--- config.mk ---
export PLATFORM = sky130hd
export DESIGN_NAME = rheo_serial_cmd
export DESIGN_NICKNAME = d
export VERILOG_FILES = /design/src/design/rheo_pkg.sv /design/src/design/rheo_serial_cmd.sv /design/src/design/pin_sync.sv /design/src/design/fuse_mem.sv
export VERILOG_INCLUDE_DIRS = /design/src /design/src/design
export SDC_FILE = /design/constraint.sdc
export NUM_CORES = 1
export LEC_CHECK = 0
export ABC_AREA = 0
export BUFFER_PORTS_ARGS = -buffer_cell sky130_fd_sc_hd__buf_2
export CAP_MARGIN = 15
export CORE_ASPECT_RATIO = 1.25
export CORE_UTILIZATION = 55
export CTS_CLUSTER_DIAMETER = 100
export CTS_CLUSTER_SIZE = 14
export DETAILED_ROUTE_END_ITERATION = 8
export PLACE_DENSITY_LB_ADDON = 0.05
export SLEW_MARGIN = 10
export SYNTH_ARGS = -nofsm -noshare
export SYNTH_HDL_FRONTEND = slang
export SYNTH_SLANG_ARGS = --single-unit
--- constraint.sdc ---
create_clock -name ref_clk_in -period 7.2 [get_ports ref_clk_in]
set_input_delay 0.36 -clock ref_clk_in [delete_from_list [all_inputs] [get_ports ref_clk_in]]
set_output_delay 0.36 -clock ref_clk_in [all_outputs]
set_load 0.005 [all_outputs]
--- src/design/rheo_regs.svh ---
/*
 * Command codes, bit positions, reset values and timing counts for the
 * serial rheostat command interpreter.
 * Assumes a 50 MHz system clock; included by the package, and the interpreter module uses its macros.
 */
`ifndef RHEO_REGS_SVH
`define RHEO_REGS_SVH

`define FRAME_BITS          16
`define CMD_HI              13
`define CMD_LO              10
`define DATA_HI             9
`define SLOT_HI             5
`define CMD_NOP             4'h0
`define CMD_WIPER_WR        4'h1
`define CMD_WIPER_RD        4'h2
`define CMD_STORE           4'h3
`define CMD_SW_RESET        4'h4
`define CMD_FUSE_RD         4'h5
`define CMD_LAST_SLOT_RD    4'h6
`define CMD_CTRL_WR         4'h7
`define CMD_CTRL_RD         4'h8
`define CMD_SHUTDOWN        4'h9
`define SDO_OFF_WORD        16'h8001
`define BIT_PROG_EN         0
`define BIT_WR_UNLOCK       1
`define BIT_CALIB_EN        2
`define BIT_FUSE_DONE       3
`define CTRL_RESET          4'h4
`define WIPER_MIDSCALE      10'h200
`define FIRST_SLOT          6'h01
`define LAST_SLOT           6'h32
`define CLK_HZ              50000000
`define FUSE_PROG_MS        350
`define FUSE_PROG_CYCLES    ((`CLK_HZ / 1000) * `FUSE_PROG_MS)

`endif

--- src/design/rheo_pkg.sv ---
/*
 * Types shared by the rheostat command interpreter.
 * Assumes rheo_regs.svh is on the include path.
 */
`include "rheo_regs.svh"

package rheo_pkg;

    typedef enum logic [1:0] {
        RD_NONE,
        RD_LOW10,
        RD_FULL16,
        RD_MEM
    } readback_t;

    // Field order matches the control word: done is bit 3, prog_en bit 0
    typedef struct packed {
        logic       done;
        logic       calib;
        logic       unlock;
        logic       prog_en;
    } ctrl_t;

    typedef struct packed {
        logic       fire;
        logic       ok;
        logic [15:0] word;
    } frame_t;

endpackage : rheo_pkg

--- src/design/rheo_serial_cmd.sv ---
/*
 * Serial command interpreter of a single-channel digital rheostat:
 * frame shifting, command decode, wiper and control registers, fuse
 * slot bookkeeping, readback and the open-drain serial output.
 * Assumes frame select, serial clock and data come from an SPI host
 * asynchronous to ref_clk_in, with serial clock well below 1/4 of it.
 */
`timescale 1ns/1ns

module rheo_serial_cmd
    import rheo_pkg::*;
#(
    parameter int unsigned FUSE_PROG_CYCLES = `FUSE_PROG_CYCLES
)
(
    // Clock and reset
    input  wire logic       ref_clk_in,
    input  wire logic       rstn_in,
    // Serial link
    input  wire logic       sync_n_in,
    input  wire logic       sclk_in,
    input  wire logic       din_in,
    output logic            serial_data_out_out,
    output logic            serial_data_out_oe_n_out,
    // Rheostat state
    output logic [9:0]      wiper_position_register_out,
    output logic            shutdown_out,
    output logic            tolerance_calib_enable_out,
    output logic            fuse_busy_out
);

    logic [2:0]  pins;
    logic        sync_n;
    logic        sclk;
    logic        din;
    logic        sclk_d;
    logic        sync_d;

    pin_sync u_sync
    (
        .ref_clk_in (ref_clk_in),
        .rstn_in    (rstn_in),
        .pins_in    ({sync_n_in, sclk_in, din_in}),
        .pins_out   (pins)
    );

    assign sync_n = pins[2];
    assign sclk   = pins[1];
    assign din    = pins[0];

    // Edge detection on synchronised copies only
    logic sclk_rise;
    logic sclk_fall;
    logic frame_end;
    assign sclk_rise = sclk & ~sclk_d & ~sync_n;
    assign sclk_fall = ~sclk & sclk_d & ~sync_n;
    assign frame_end = sync_n & ~sync_d;

    function automatic logic cmd_defined(input logic [3:0] c);
        cmd_defined = (c <= `CMD_SHUTDOWN);
    endfunction : cmd_defined

    // State
    logic [15:0] shift_in;
    logic [15:0] out_word;
    logic [3:0]  bit_cnt;
    logic        misaligned;
    logic [15:0] prev_word;
    readback_t   rb_kind;
    logic [15:0] rb_word;
    ctrl_t       ctrl;
    logic [9:0]  wiper;
    logic [5:0]  last_slot;
    logic        shutdown;
    logic        sdo_arm;
    logic        sdo_off;
    logic [31:0] lock_cnt;
    logic        sdo_low;
    logic        mem_wr;
    logic [5:0]  mem_addr;
    logic [1:0]  rst_pend;
    logic [9:0]  mem_q;
    logic        sdo_oe_n;
    logic        busy;

    logic [15:0] next_shift_in;
    logic [15:0] next_out_word;
    logic [3:0]  next_bit_cnt;
    logic        next_misaligned;
    logic [15:0] next_prev_word;
    readback_t   next_rb_kind;
    logic [15:0] next_rb_word;
    ctrl_t       next_ctrl;
    logic [9:0]  next_wiper;
    logic [5:0]  next_last_slot;
    logic        next_shutdown;
    logic        next_sdo_arm;
    logic        next_sdo_off;
    logic [31:0] next_lock_cnt;
    logic        next_sdo_low;
    logic        next_mem_wr;
    logic [5:0]  next_mem_addr;
    logic [1:0]  next_rst_pend;
    logic        next_sdo_oe_n;
    logic        next_busy;

    fuse_mem u_mem
    (
        .ref_clk_in  (ref_clk_in),
        .wr_en_in    (mem_wr),
        .wr_addr_in  (mem_addr),
        .wr_data_in  (wiper),
        .rd_addr_in  (mem_addr),
        .rd_data_out (mem_q)
    );

    frame_t fr;
    logic [3:0] cmd;
    logic [9:0] arg;
    assign fr.word = shift_in;
    assign fr.ok   = (bit_cnt == 4'h0) & ~misaligned;
    assign fr.fire = frame_end & (lock_cnt == 32'h0);
    assign cmd     = fr.word[`CMD_HI:`CMD_LO];
    assign arg     = fr.word[`DATA_HI:0];

    always_comb
    begin
        next_shift_in   = shift_in;
        next_out_word   = out_word;
        next_bit_cnt    = bit_cnt;
        next_misaligned = misaligned;
        next_prev_word  = prev_word;
        next_rb_kind    = rb_kind;
        next_rb_word    = rb_word;
        next_ctrl       = ctrl;
        next_wiper      = wiper;
        next_last_slot  = last_slot;
        next_shutdown   = shutdown;
        next_sdo_arm    = sdo_arm;
        next_sdo_off    = sdo_off;
        next_lock_cnt   = (lock_cnt != 32'h0) ? lock_cnt - 32'h1 : lock_cnt;
        next_sdo_low    = sdo_low;
        next_mem_wr     = 1'b0;
        next_mem_addr   = mem_addr;
        // Second stage waits for the registered memory read
        next_rst_pend   = {rst_pend[0], 1'b0};

        // Store completes once the lock expires
        if (lock_cnt == 32'h1)
            next_ctrl.done = 1'b1;

        // Reset reload lands once the read data of last_slot is valid
        if (rst_pend[1])
            next_wiper = (last_slot == 6'h0) ? `WIPER_MIDSCALE : mem_q;

        // Output word: readback first, else previous frame word
        if (!sync_n && sync_d)
        begin
            next_bit_cnt    = 4'h0;
            next_misaligned = 1'b0;
            next_out_word   = (rb_kind == RD_NONE) ? prev_word : rb_word;
            if (rb_kind == RD_LOW10)
                next_out_word = {6'h0, wiper};
            else if (rb_kind == RD_MEM)
                next_out_word = {6'h0, mem_q};
        end

        // Output changes on rising serial clock, input sampled on falling
        if (sclk_rise)
        begin
            next_sdo_low  = ~out_word[`FRAME_BITS-1];
            next_out_word = {out_word[14:0], 1'b0};
        end
        if (sclk_fall && lock_cnt == 32'h0)
        begin
            next_shift_in = {shift_in[14:0], din};
            next_bit_cnt  = bit_cnt + 4'h1;
            next_misaligned = 1'b1;
            // Received bit trails the outgoing word, sixteen clocks behind
            next_out_word[0] = din;
        end
        if (sync_n)
            next_sdo_low = 1'b0;

        if (fr.fire)
        begin
            next_rb_kind = RD_NONE;
            next_rb_word = 16'h0;
            next_prev_word = fr.word;
            if (fr.ok)
            begin
                // Parking takes effect once a NOP frame follows the 0x8001 word
                next_sdo_arm = (fr.word == `SDO_OFF_WORD);
                if (sdo_arm && cmd == `CMD_NOP)
                    next_sdo_off = 1'b1;
            end
            if (fr.ok && cmd_defined(cmd))
            begin
                case (cmd)
                    `CMD_WIPER_WR:
                        if (ctrl.unlock)
                            next_wiper = arg;
                    `CMD_WIPER_RD:
                        next_rb_kind = RD_LOW10;
                    `CMD_STORE:
                        if (ctrl.prog_en && last_slot < `LAST_SLOT)
                        begin
                            next_last_slot = (last_slot == 6'h0) ? `FIRST_SLOT
                                                                  : last_slot + 6'h1;
                            next_mem_addr  = next_last_slot;
                            next_mem_wr    = 1'b1;
                            next_ctrl.done = 1'b0;
                            next_lock_cnt  = FUSE_PROG_CYCLES;
                        end
                    `CMD_SW_RESET:
                    begin
                        next_mem_addr = last_slot;
                        next_rst_pend[0] = 1'b1;
                        next_shutdown = 1'b0;
                    end
                    `CMD_FUSE_RD:
                    begin
                        next_mem_addr = arg[`SLOT_HI:0];
                        next_rb_kind  = RD_MEM;
                    end
                    `CMD_LAST_SLOT_RD:
                    begin
                        next_rb_kind = RD_FULL16;
                        next_rb_word = {10'h0, last_slot};
                    end
                    `CMD_CTRL_WR:
                    begin
                        next_ctrl.prog_en = arg[`BIT_PROG_EN];
                        next_ctrl.unlock  = arg[`BIT_WR_UNLOCK];
                        next_ctrl.calib   = arg[`BIT_CALIB_EN];
                    end
                    `CMD_CTRL_RD:
                    begin
                        next_rb_kind = RD_FULL16;
                        next_rb_word = {12'h0, ctrl.done, ctrl.calib,
                                        ctrl.unlock, ctrl.prog_en};
                    end
                    `CMD_SHUTDOWN:
                        next_shutdown = arg[0];
                    default:
                        next_rb_kind = RD_NONE;
                endcase
            end
        end

        // Registered so the pins come straight from flops
        next_sdo_oe_n = ~(next_sdo_low & ~next_sdo_off);
        next_busy     = (next_lock_cnt != 32'h0);
    end

    always_ff @(posedge ref_clk_in)
    begin
        if (!rstn_in)
        begin
            sclk_d     <= 1'b0;
            sync_d     <= 1'b1;
            shift_in   <= 16'h0;
            out_word   <= 16'h0;
            bit_cnt    <= 4'h0;
            misaligned <= 1'b0;
            prev_word  <= 16'h0;
            rb_kind    <= RD_NONE;
            rb_word    <= 16'h0;
            ctrl       <= `CTRL_RESET;
            wiper      <= `WIPER_MIDSCALE;
            last_slot  <= 6'h0;
            shutdown   <= 1'b0;
            sdo_arm    <= 1'b0;
            sdo_off    <= 1'b0;
            lock_cnt   <= 32'h0;
            sdo_low    <= 1'b0;
            mem_wr     <= 1'b0;
            mem_addr   <= 6'h0;
            rst_pend   <= 2'h0;
            sdo_oe_n   <= 1'b1;
            busy       <= 1'b0;
        end
        else
        begin
            sclk_d     <= sclk;
            sync_d     <= sync_n;
            shift_in   <= next_shift_in;
            out_word   <= next_out_word;
            bit_cnt    <= next_bit_cnt;
            misaligned <= (next_bit_cnt != 4'h0) & next_misaligned;
            prev_word  <= next_prev_word;
            rb_kind    <= next_rb_kind;
            rb_word    <= next_rb_word;
            ctrl       <= next_ctrl;
            wiper      <= next_wiper;
            last_slot  <= next_last_slot;
            shutdown   <= next_shutdown;
            sdo_arm    <= next_sdo_arm;
            sdo_off    <= next_sdo_off;
            lock_cnt   <= next_lock_cnt;
            sdo_low    <= next_sdo_low;
            mem_wr     <= next_mem_wr;
            mem_addr   <= next_mem_addr;
            rst_pend   <= next_rst_pend;
            sdo_oe_n   <= next_sdo_oe_n;
            busy       <= next_busy;
        end
    end

    // Open drain: data pin always low, enable only when pulling low
    assign serial_data_out_out         = 1'b0;
    assign serial_data_out_oe_n_out    = sdo_oe_n;
    assign wiper_position_register_out = wiper;
    assign shutdown_out                = shutdown;
    assign tolerance_calib_enable_out  = ctrl.calib;
    assign fuse_busy_out               = busy;

    a_ctrl_reset_zero: assert property (@(posedge ref_clk_in)
        $rose(rstn_in) |-> !ctrl.unlock && !ctrl.prog_en)
        else $error("control enables not zero after reset");

    a_wiper_locked: assert property (@(posedge ref_clk_in) disable iff (!rstn_in)
        !ctrl.unlock && !rst_pend[1] |=> $stable(wiper))
        else $error("wiper changed while locked");

    a_store_locks: assert property (@(posedge ref_clk_in) disable iff (!rstn_in)
        mem_wr |-> fuse_busy_out ##1 fuse_busy_out[*8])
        else $error("store did not lock the shifter");

    a_shift_held: assert property (@(posedge ref_clk_in) disable iff (!rstn_in)
        (lock_cnt > 32'h1) |=> $stable(shift_in))
        else $error("shift register moved during store");

    a_done_on_end: assert property (@(posedge ref_clk_in) disable iff (!rstn_in)
        lock_cnt == 32'h1 |=> ctrl.done)
        else $error("fuse done not set");

    a_shutdown_exit: assert property (@(posedge ref_clk_in) disable iff (!rstn_in)
        fr.fire && fr.ok && cmd == `CMD_SW_RESET |=> !shutdown)
        else $error("reset did not leave shutdown");

    a_sdo_parked: assert property (@(posedge ref_clk_in) disable iff (!rstn_in)
        sdo_off |-> serial_data_out_oe_n_out)
        else $error("output driven while parked");

    a_reset_midscale: assert property (@(posedge ref_clk_in) disable iff (!rstn_in)
        rst_pend[1] && last_slot == 6'h0 |=> wiper == `WIPER_MIDSCALE)
        else $error("reset without slots not midscale");

    a_ctrl_write: assert property (@(posedge ref_clk_in) disable iff (!rstn_in)
        fr.fire && fr.ok && fr.word == 16'h1c03 |=> ctrl.unlock && ctrl.prog_en)
        else $error("control unlock word failed");

endmodule : rheo_serial_cmd

--- src/design/pin_sync.sv ---
/*
 * Two-stage synchroniser for the three serial pins.
 * Assumes the pins are asynchronous to ref_clk_in.
 */
`timescale 1ns/1ns

module pin_sync
(
    // Clock and reset
    input  wire logic       ref_clk_in,
    input  wire logic       rstn_in,
    // Raw pins
    input  wire logic [2:0] pins_in,
    // Synchronised copies
    output logic      [2:0] pins_out
);

    logic [2:0] stage1;
    logic [2:0] stage2;

    always_ff @(posedge ref_clk_in)
    begin
        if (!rstn_in)
        begin
            // Idle levels: select high, serial clock low, so no false edge
            stage1 <= 3'h4;
            stage2 <= 3'h4;
        end
        else
        begin
            stage1 <= pins_in;
            stage2 <= stage1;
        end
    end

    assign pins_out = stage2;

endmodule : pin_sync

--- src/design/fuse_mem.sv ---
/*
 * Fuse slot memory: 64 ten-bit words, registered read port.
 * Assumes one write or one read per cycle from the interpreter.
 */
`timescale 1ns/1ns

module fuse_mem
(
    // Clock
    input  wire logic       ref_clk_in,
    // Write port
    input  wire logic       wr_en_in,
    input  wire logic [5:0] wr_addr_in,
    input  wire logic [9:0] wr_data_in,
    // Read port
    input  wire logic [5:0] rd_addr_in,
    output logic      [9:0] rd_data_out
);

    logic [9:0] cells [0:63];

    always_ff @(posedge ref_clk_in)
    begin
        if (wr_en_in)
            cells[wr_addr_in] <= wr_data_in;
        rd_data_out <= cells[rd_addr_in];
    end

endmodule : fuse_mem

==> results of run 1 <==
[cell families (layout without fill, tap and decap cells)]
| kind of cell | count (synthesis) | count (layout) | synth area share |
|---|---|---|---|
| flip-flops | 786 | 786 | 0.7409 |
| AO/OA/AOI/OAI | 552 | 552 | 0.1333 |
| AND/OR/NAND/NOR | 532 | 532 | 0.08655 |
| buffers and inverters | 156 | 182 | 0.02035 |
| XOR/XNOR | 26 | 26 | 0.007621 |
| multiplexers | 18 | 18 | 0.008584 |
| adder cells (fa/ha/maj) | 6 | 6 | 0.002512 |
| other | 1 | 1 | 0.0001255 |
[metrics by stage]
step	setup slack (ps)	instance area, um^2
2_1_floorplan	4063	29880
3_3_place_gp	3637	30700
3_5_place_dp	3518	30700
4_1_cts	3513	32640
5_1_grt	3061	32700
6_report	3505	32700
[flip-flops by register name, summed over array words and instances (netlist names), 2 cells and up]
signal                       count
u_mem.cells                    640
lock_cnt                        32
shift_in                        16
rb_word                          6
bit_cnt                          4
wiper_position_register_out     10
prev_word                       16
mem_addr                         6
out_word                        16
u_sync.stage1                    3
u_sync.pins_out                  3
rb_kind                          2
last_slot                        6
u_mem.rd_data_out               10
ctrl                             3
rst_pend                         2
[metal layers]
metal  share of wire  track usage
met1            0.40       0.3953
met2            0.50       0.4833
met3           0.065      0.03705
met4           0.033       0.1060
met5               0            0
[placed cells by master, fill, tap and decap left out, types with 11 or more instances in the layout]
cell type	n
or3_1	16
buf_2	18
clkbuf_1	33
a211oi_1	11
nand2_1	132
a31oi_1	78
a22oi_1	198
clkbuf_16	68
nor2_1	168
a22o_1	63
nand4_1	27
buf_4	31
inv_1	14
a221oi_1	63
nand3_1	22
nor4_1	34
nor3_1	40
dfxtp_1	136
a21oi_1	86
mux2i_1	11
xnor2_1	15
xor2_1	11
o21ai_0	16
nor2b_1	11
edfxtp_1	640
[where the power goes]
part | switching (mW) | internal, mW
registers | 0.0933 | 4.91
logic | 0.547 | 0.314
clock network | 1.57 | 1.76
[area by class of cell]
cell class | count | area (um^2) | area share
well taps | 727 | 909.6 | 0.02782
inverters | 15 | 56.30 | 0.001722
clock inverters | 6 | 82.58 | 0.002525
flip-flops and latches | 786 | 22160 | 0.6776
clock buffers | 101 | 1826 | 0.05583
multi-input cells | 1135 | 7183 | 0.2197
repair buffers | 60 | 486.7 | 0.01488
[worst reg2reg max path: cells and delay by family (launching register included)]
| family | cells | cell delay (ps) |
|---|---|---|
| and+or+nand+nor | 5 | 2690 |
| AOI/OAI and AO/OA | 2 | 460 |
| DFF | 1 | 410 |
[final timing paths]
path,start,slack [ps],to,depth (start not counted)
worst max-delay path,lock_cnt[9]$_SDFF_PN0_,3500,wiper_position_register_out[9]$_SDFF_PN1_,7
worst min-delay path,rstn_in,100,tolerance_calib_enable_out$_SDFFE_PN1P_,2
worst max register to register,lock_cnt[9]$_SDFF_PN0_,3500,wiper_position_register_out[9]$_SDFF_PN1_,7
worst min register to register,rst_pend[0]$_SDFF_PN0_,430,rst_pend[1]$_SDFF_PN0_,1
==> summary.txt, run 1 <==
Detailed routing
  – Via density: 6.481
  – Vias post-DR: 18340
  – DRC Markers: 0
  – Routed wire length: 79530 um
  – Post-DRT Antenna Nets: 0
  – Drt first pass iters: 5
  – DR iter-0 viols: 1805
  – Routed len/inst: between 20 and 30 um

Critical path
  – Worst Setup End Kind: flop
  – CP arrival: 4170 ps
  – Crit path cell chain: nor4_1 > nand4_1 > or4_4 > nor3b_4 > nand4_1 > o211ai_1 > o211ai_1
  – Worst-path maximum fanout: 26
  – Crit path kind: flop to flop
  – CP max-delay cell: or4_4
  – Worst path bufs/invs: 0
  – CP max stage delay: 690 ps
  – Crit path max-delay family: simple AND/OR/NAND/NOR gates
  – CP required: 7670 ps
  – Critical path launch point type: flop

Die
  – Cell Rows: 95
  – Chip height: 262.6 um
  – Core area: 0.05373 mm^2
  – Die Span X: 210.5 um
  – Initial Util: 0.5562
  – Die area: 0.05527 mm^2
  – Io pins: 20

Timing
  – Hold_ws: 100.0 ps
  – RSZ-0062 raised after global routing: no
  – Final Slew Violations: 0
  – Final hold viol count: 0
  – Worst-Margin Slew: ~1200 ps
  – Layout Skew: 18.03 ps
  – Final setup viols: 0
  – Normalized max-slew margin: 0.1942
  – Setup total negative slack: 0 ps
  – Final Critical Period: 3695 ps
  – Maximum clock rate: about 0.27 GHz
  – Tcrit/Tclk final: 0.5132

Synth
  – EDFF count, synth: 640
  – Net Count, Synth: 2088
  – Area contributors post-synth: edfxtp_1 64%, dfxtp_1 9.8%, a22oi_1 5.0%, nor2_1 2.1%, a221oi_1 1.8%
  – Seq/Total Area, Yosys: 0.7409
  – Synth async-reset ratio: 0
  – Commonest cells in the netlist: 640 x edfxtp_1, 198 x a22oi_1, 170 x nor2_1, 146 x dfxtp_1, 132 x nand2_1
  – Post-synth top area cell: edfxtp_1
  – Synth Warn #: 0
  – Yosys reg bits: 786
  – Main synth FF type: edfxtp_1
  – Syn Std Cell Area: 0.02988 mm^2
  – Count leader, synth: edfxtp_1
  – Distinct cells, synth: 68
  – Synth Instances: 2077
  – Yosys top cell area share: 0.6431
  – Synthesized area per cell: about 14 um^2

Worst hold path
  – Worst hold path type: input port to flop

Clock network
  – Setup Fix Bufs, Post-CTS: 0
  – Clk sinks: approximately 800
  – Worst-Skew Late Latency: around 610 ps
  – Clock slew at reported path FFs: around 80 ps
  – H-tree levels: 3
  – CTS hold repair buffers: 3
  – CTS buffer count: 66
  – CTS max path bufs: 3
  – Post_cts resized: 0
  – Clk root buf: clkbuf_16
  – CTS tree: built

Global route
  – Global Route Usage Sum: 0.2909
  – First-pass GRT wire length: roughly 120000 um
  – Largest net degree at the start of global routing: just under 100
  – Vias in the first global route: 17630
  – Global route total overflow: 0
  – Initial antenna violation count: 0

Placed design
  – Placer Congestion: 0.8893
  – Placed insts: 2713
  – IO buf count: 18
  – Final HPWL DP: 45890 um

Outcome
  – Outcome: finished clean

Power
  – Leak: 10.40 nW
  – Pwr Density: between 200 and 300 mW/mm^2
  – Max rail drop VDD: 0.2504 mV
  – Power Total: 9.199 mW

Cells and area
  – Filler-free cell count of the finished design: 2830
  – Utilization after layout: 0.6086
  – Synthesis-to-layout area growth: 9.429%
  – Nets@finish: 2075
  – Filler instances: 4171
  – Layout cell share with drive strength beyond 1: 0.08417
  – N_diodes: 0

Flow run
  – Max Cap Viol: 0
No activity file was read; power rests on OpenSTA's default activity.
==> inputs of run 2 (changes only) <==
==> constraint.sdc (replaced) <==
create_clock -name ref_clk_in -period 3.82 [get_ports ref_clk_in]
set_input_delay 0.191 -clock ref_clk_in [delete_from_list [all_inputs] [get_ports ref_clk_in]]
set_output_delay 0.191 -clock ref_clk_in [all_outputs]
set_load 0.005 [all_outputs]
==> run 2 against run 1 <==
Die area unchanged; largest cell class unchanged; combinational power increased by 87%; clock power increased by 87%.
==> summary.txt, run 2 (synthesis gave the netlist of run 1 again) <==
Outcome
  – Outcome: finished clean

Placed design
  – Placed insts: 2817 (+3.8%)
  – Final HPWL DP: 49210 um (+7.2%)
  – Placer Congestion: 0.8959 (+0.74%)
  – Pre-CTS WS: 350.1 ps (-3168 ps)
  – IO buf count: 18 (unchanged)
  – Placement Cell Area: 0.03154 mm^2 (+2.7%)

Power
  – Max rail drop VDD: 0.3885 mV (+55%)
  – Pwr Density: 516.2 mW/mm^2 (+83%)
  – Leak: 10.92 nW (+4.9%)
  – Power Total: 17.26 mW (+88%)

Critical path
  – Worst-path maximum fanout: 26 (unchanged)
  – CP required: 4290 ps (-3380 ps)
  – CP max-delay cell: or3_1
  – Worst r2r dst: lock_cnt[1]$_SDFF_PN0_
  – Critical path launch point type: flop
  – CP arrival: 3970 ps (-200 ps)
  – Crit path cell chain: nor4_1 > nand4_1 > or4_4 > or3_1 > nand2_1 > buf_4 > a211oi_1
  – Worst r2r src: lock_cnt[9]$_SDFF_PN0_
  – Worst path bufs/invs: 1 (+1)
  – Path depth of the worst reg2reg path: 7 (unchanged)
  – Crit path max-delay family: simple AND/OR/NAND/NOR gates
  – Crit path kind: flop to flop
  – Register-to-register setup slack: 320 ps (-3190 ps)
  – CP max stage delay: 720 ps (+30 ps)
  – Worst Setup End Kind: flop

Global route
  – Largest net degree at the start of global routing: 67 (-32%)
  – Global route total overflow: 0 (unchanged)
  – Initial antenna violation count: 1 (+1)
  – Vias in the first global route: 18560 (+5.3%)
  – Global Route Usage Sum: 0.2964 (+0.005460)
  – First-pass GRT wire length: 120300 um (+2.0%)

Worst hold path
  – Hold EP: u_sync.stage1[1]$_SDFF_PN0_
  – Hold path depth: 3 (+1)
  – Worst hold path type: input port to flop
  – HP Start: sclk_in

Cells and area
  – Synthesis-to-layout area growth: 11.93%
  – Commonest non-fill, non-tap cell in the layout: edfxtp_1
  – Filler-free cell count of the finished design: 2920 (+3.2%)
  – Filler instances: 4130 (-0.98%)
  – N_diodes: 0 (unchanged)
  – Nets@finish: 2174 (+4.8%)
  – Biggest regs: u_mem.cells: 640 flops, lock_cnt: 32 flops
  – Commonest cells after routing, fill and taps aside: 640 x edfxtp_1, 198 x a22oi_1, 168 x nor2_1
  – Utilization after layout: 0.6225 (+0.01390)
  – Layout cell share with drive strength beyond 1: 0.1240 (+0.03987)
  – Max FFs per register: 640 (unchanged)
  – Most flops, register: u_mem.cells
  – Final Cell Area: 0.03345 mm^2 (+2.3%)

Timing
  – RSZ-0062 raised after global routing: no
  – Maximum clock rate: 0.2855 GHz (+5.5%)
  – Final hold viol count: 0 (unchanged)
  – Layout Skew: 16.41 ps (-1.621 ps)
  – Final Slew Violations: 0 (unchanged)
  – Tcrit/Tclk final: 0.9168 (+0.4036)
  – Final Critical Period: 3502 ps (-192.9 ps)
  – Final setup viols: 0 (unchanged)
  – Hold_ws: 342.4 ps (+242.4 ps)
  – Worst-Margin Slew: 968.3 ps (-235.9 ps)
  – Setup total negative slack: 0 ps (unchanged)
  – Normalized max-slew margin: 0.3521 (+0.1579)
  – Final WS setup: 317.7 ps (-3187 ps)

Detailed routing
  – DR iter-0 viols: 2201 (+22%)
  – Vias post-DR: 18970 (+3.4%)
  – Routed len/inst: 27.54 um (-2.0%)
  – DRC Markers: 0 (unchanged)
  – Drt first pass iters: 8 (+3)
  – Via density: 6.495 (+0.21%)
  – Post-DRT Antenna Nets: 0 (unchanged)
  – Routed wire length: 80410 um (+1.1%)

Clock network
  – CTS tree: built
  – CTS buffer count: 66 (unchanged)
  – H-tree levels: 3 (unchanged)
  – Clk sinks: 786 (unchanged)
  – Clock slew at reported path FFs: 70 ps (about the same)
  – CTS max path bufs: 3 (unchanged)
  – Clk root buf: clkbuf_16
  – Worst-Skew Late Latency: 600 ps (about the same)

Die
  – Io pins: 20 (unchanged)
  – Die area: 0.05527 mm^2 (unchanged)
  – Cell Rows: 95 (unchanged)
  – Die Span X: 210.5 um (unchanged)
  – Initial Util: 0.5562 (unchanged)
  – Core area: 0.05373 mm^2 (unchanged)
  – Chip height: 262.6 um (unchanged)

Flow run
  – Max Cap Viol: 0 (unchanged)
## run 2: cell types whose count changed in the layout (fill, tap and decap cells not counted), sizes merged
cell         delta
clkinv          -3
dlygate4sd3     +2
clkbuf          -6
buf            +97
## run 2: repair_timing
action	CTS	global route
hold buffers	5	0
buffers inserted	0	0
hold endpoints to repair	7	0
resized for setup	0	0
## run 2: worst register-to-register path, delay by kind of cell (launching register included)
family                 cells  cell delay [ps]
AO/OA/AOI/OAI              1              100
buffers and inverters      1              280
AND/OR/NAND/NOR            5             2580
flip-flops                 1              410
## run 2: metal layers
layer | part of all wire | routed length (um) | GRT usage
met5 | 0.00011 | 9 | 0
met4 | 0.040 | 3176 | 0.1226
met3 | 0.062 | 5010 | 0.03860
met2 | 0.50 | 39880 | 0.4895
met1 | 0.40 | 32330 | 0.3986
## run 2: final cells by class
cell class / count / area [um^2] / area share
inverters: 15 / 56.30 / 0.001683
flip-flops and latches: 786 / 22150 / 0.6624
clock buffers: 95 / 1824 / 0.05454
repair buffers: 159 / 1286 / 0.03846
well taps: 727 / 909.6 / 0.02720
multi-input cells: 1135 / 7183 / 0.2148
clock inverters: 3 / 33.78 / 0.001010
## run 2: how the worst max path moves through the flow
stage / startpoint / endpoint / slack (ps) / depth (start not counted)
2_1_floorplan: mem_addr[0]$_SDFFE_PN0P_ / u_mem.cells[17][0]$_DFFE_PP_ / 680 / 7
3_3_place_gp: lock_cnt[9]$_SDFF_PN0_ / lock_cnt[0]$_SDFF_PN0_ / 460 / 7
3_5_place_dp: lock_cnt[9]$_SDFF_PN0_ / lock_cnt[15]$_SDFF_PN0_ / 350 / 7
4_1_cts: lock_cnt[9]$_SDFF_PN0_ / lock_cnt[1]$_SDFF_PN0_ / 330 / 7
5_1_grt: lock_cnt[9]$_SDFF_PN0_ / lock_cnt[1]$_SDFF_PN0_ / 6 / 7
6_report: lock_cnt[9]$_SDFF_PN0_ / lock_cnt[1]$_SDFF_PN0_ / 320 / 7
## run 2: power breakdown
| group | switching [mW] | internal (mW) | total [mW] | leakage (nW) |
|---|---|---|---|---|
| Combinational | 1.01 | 0.603 | 1.61 | 2.80 |
| Clock | 2.91 | 3.31 | 6.22 | 0.897 |
| Sequential | 0.175 | 9.26 | 9.44 | 7.22 |
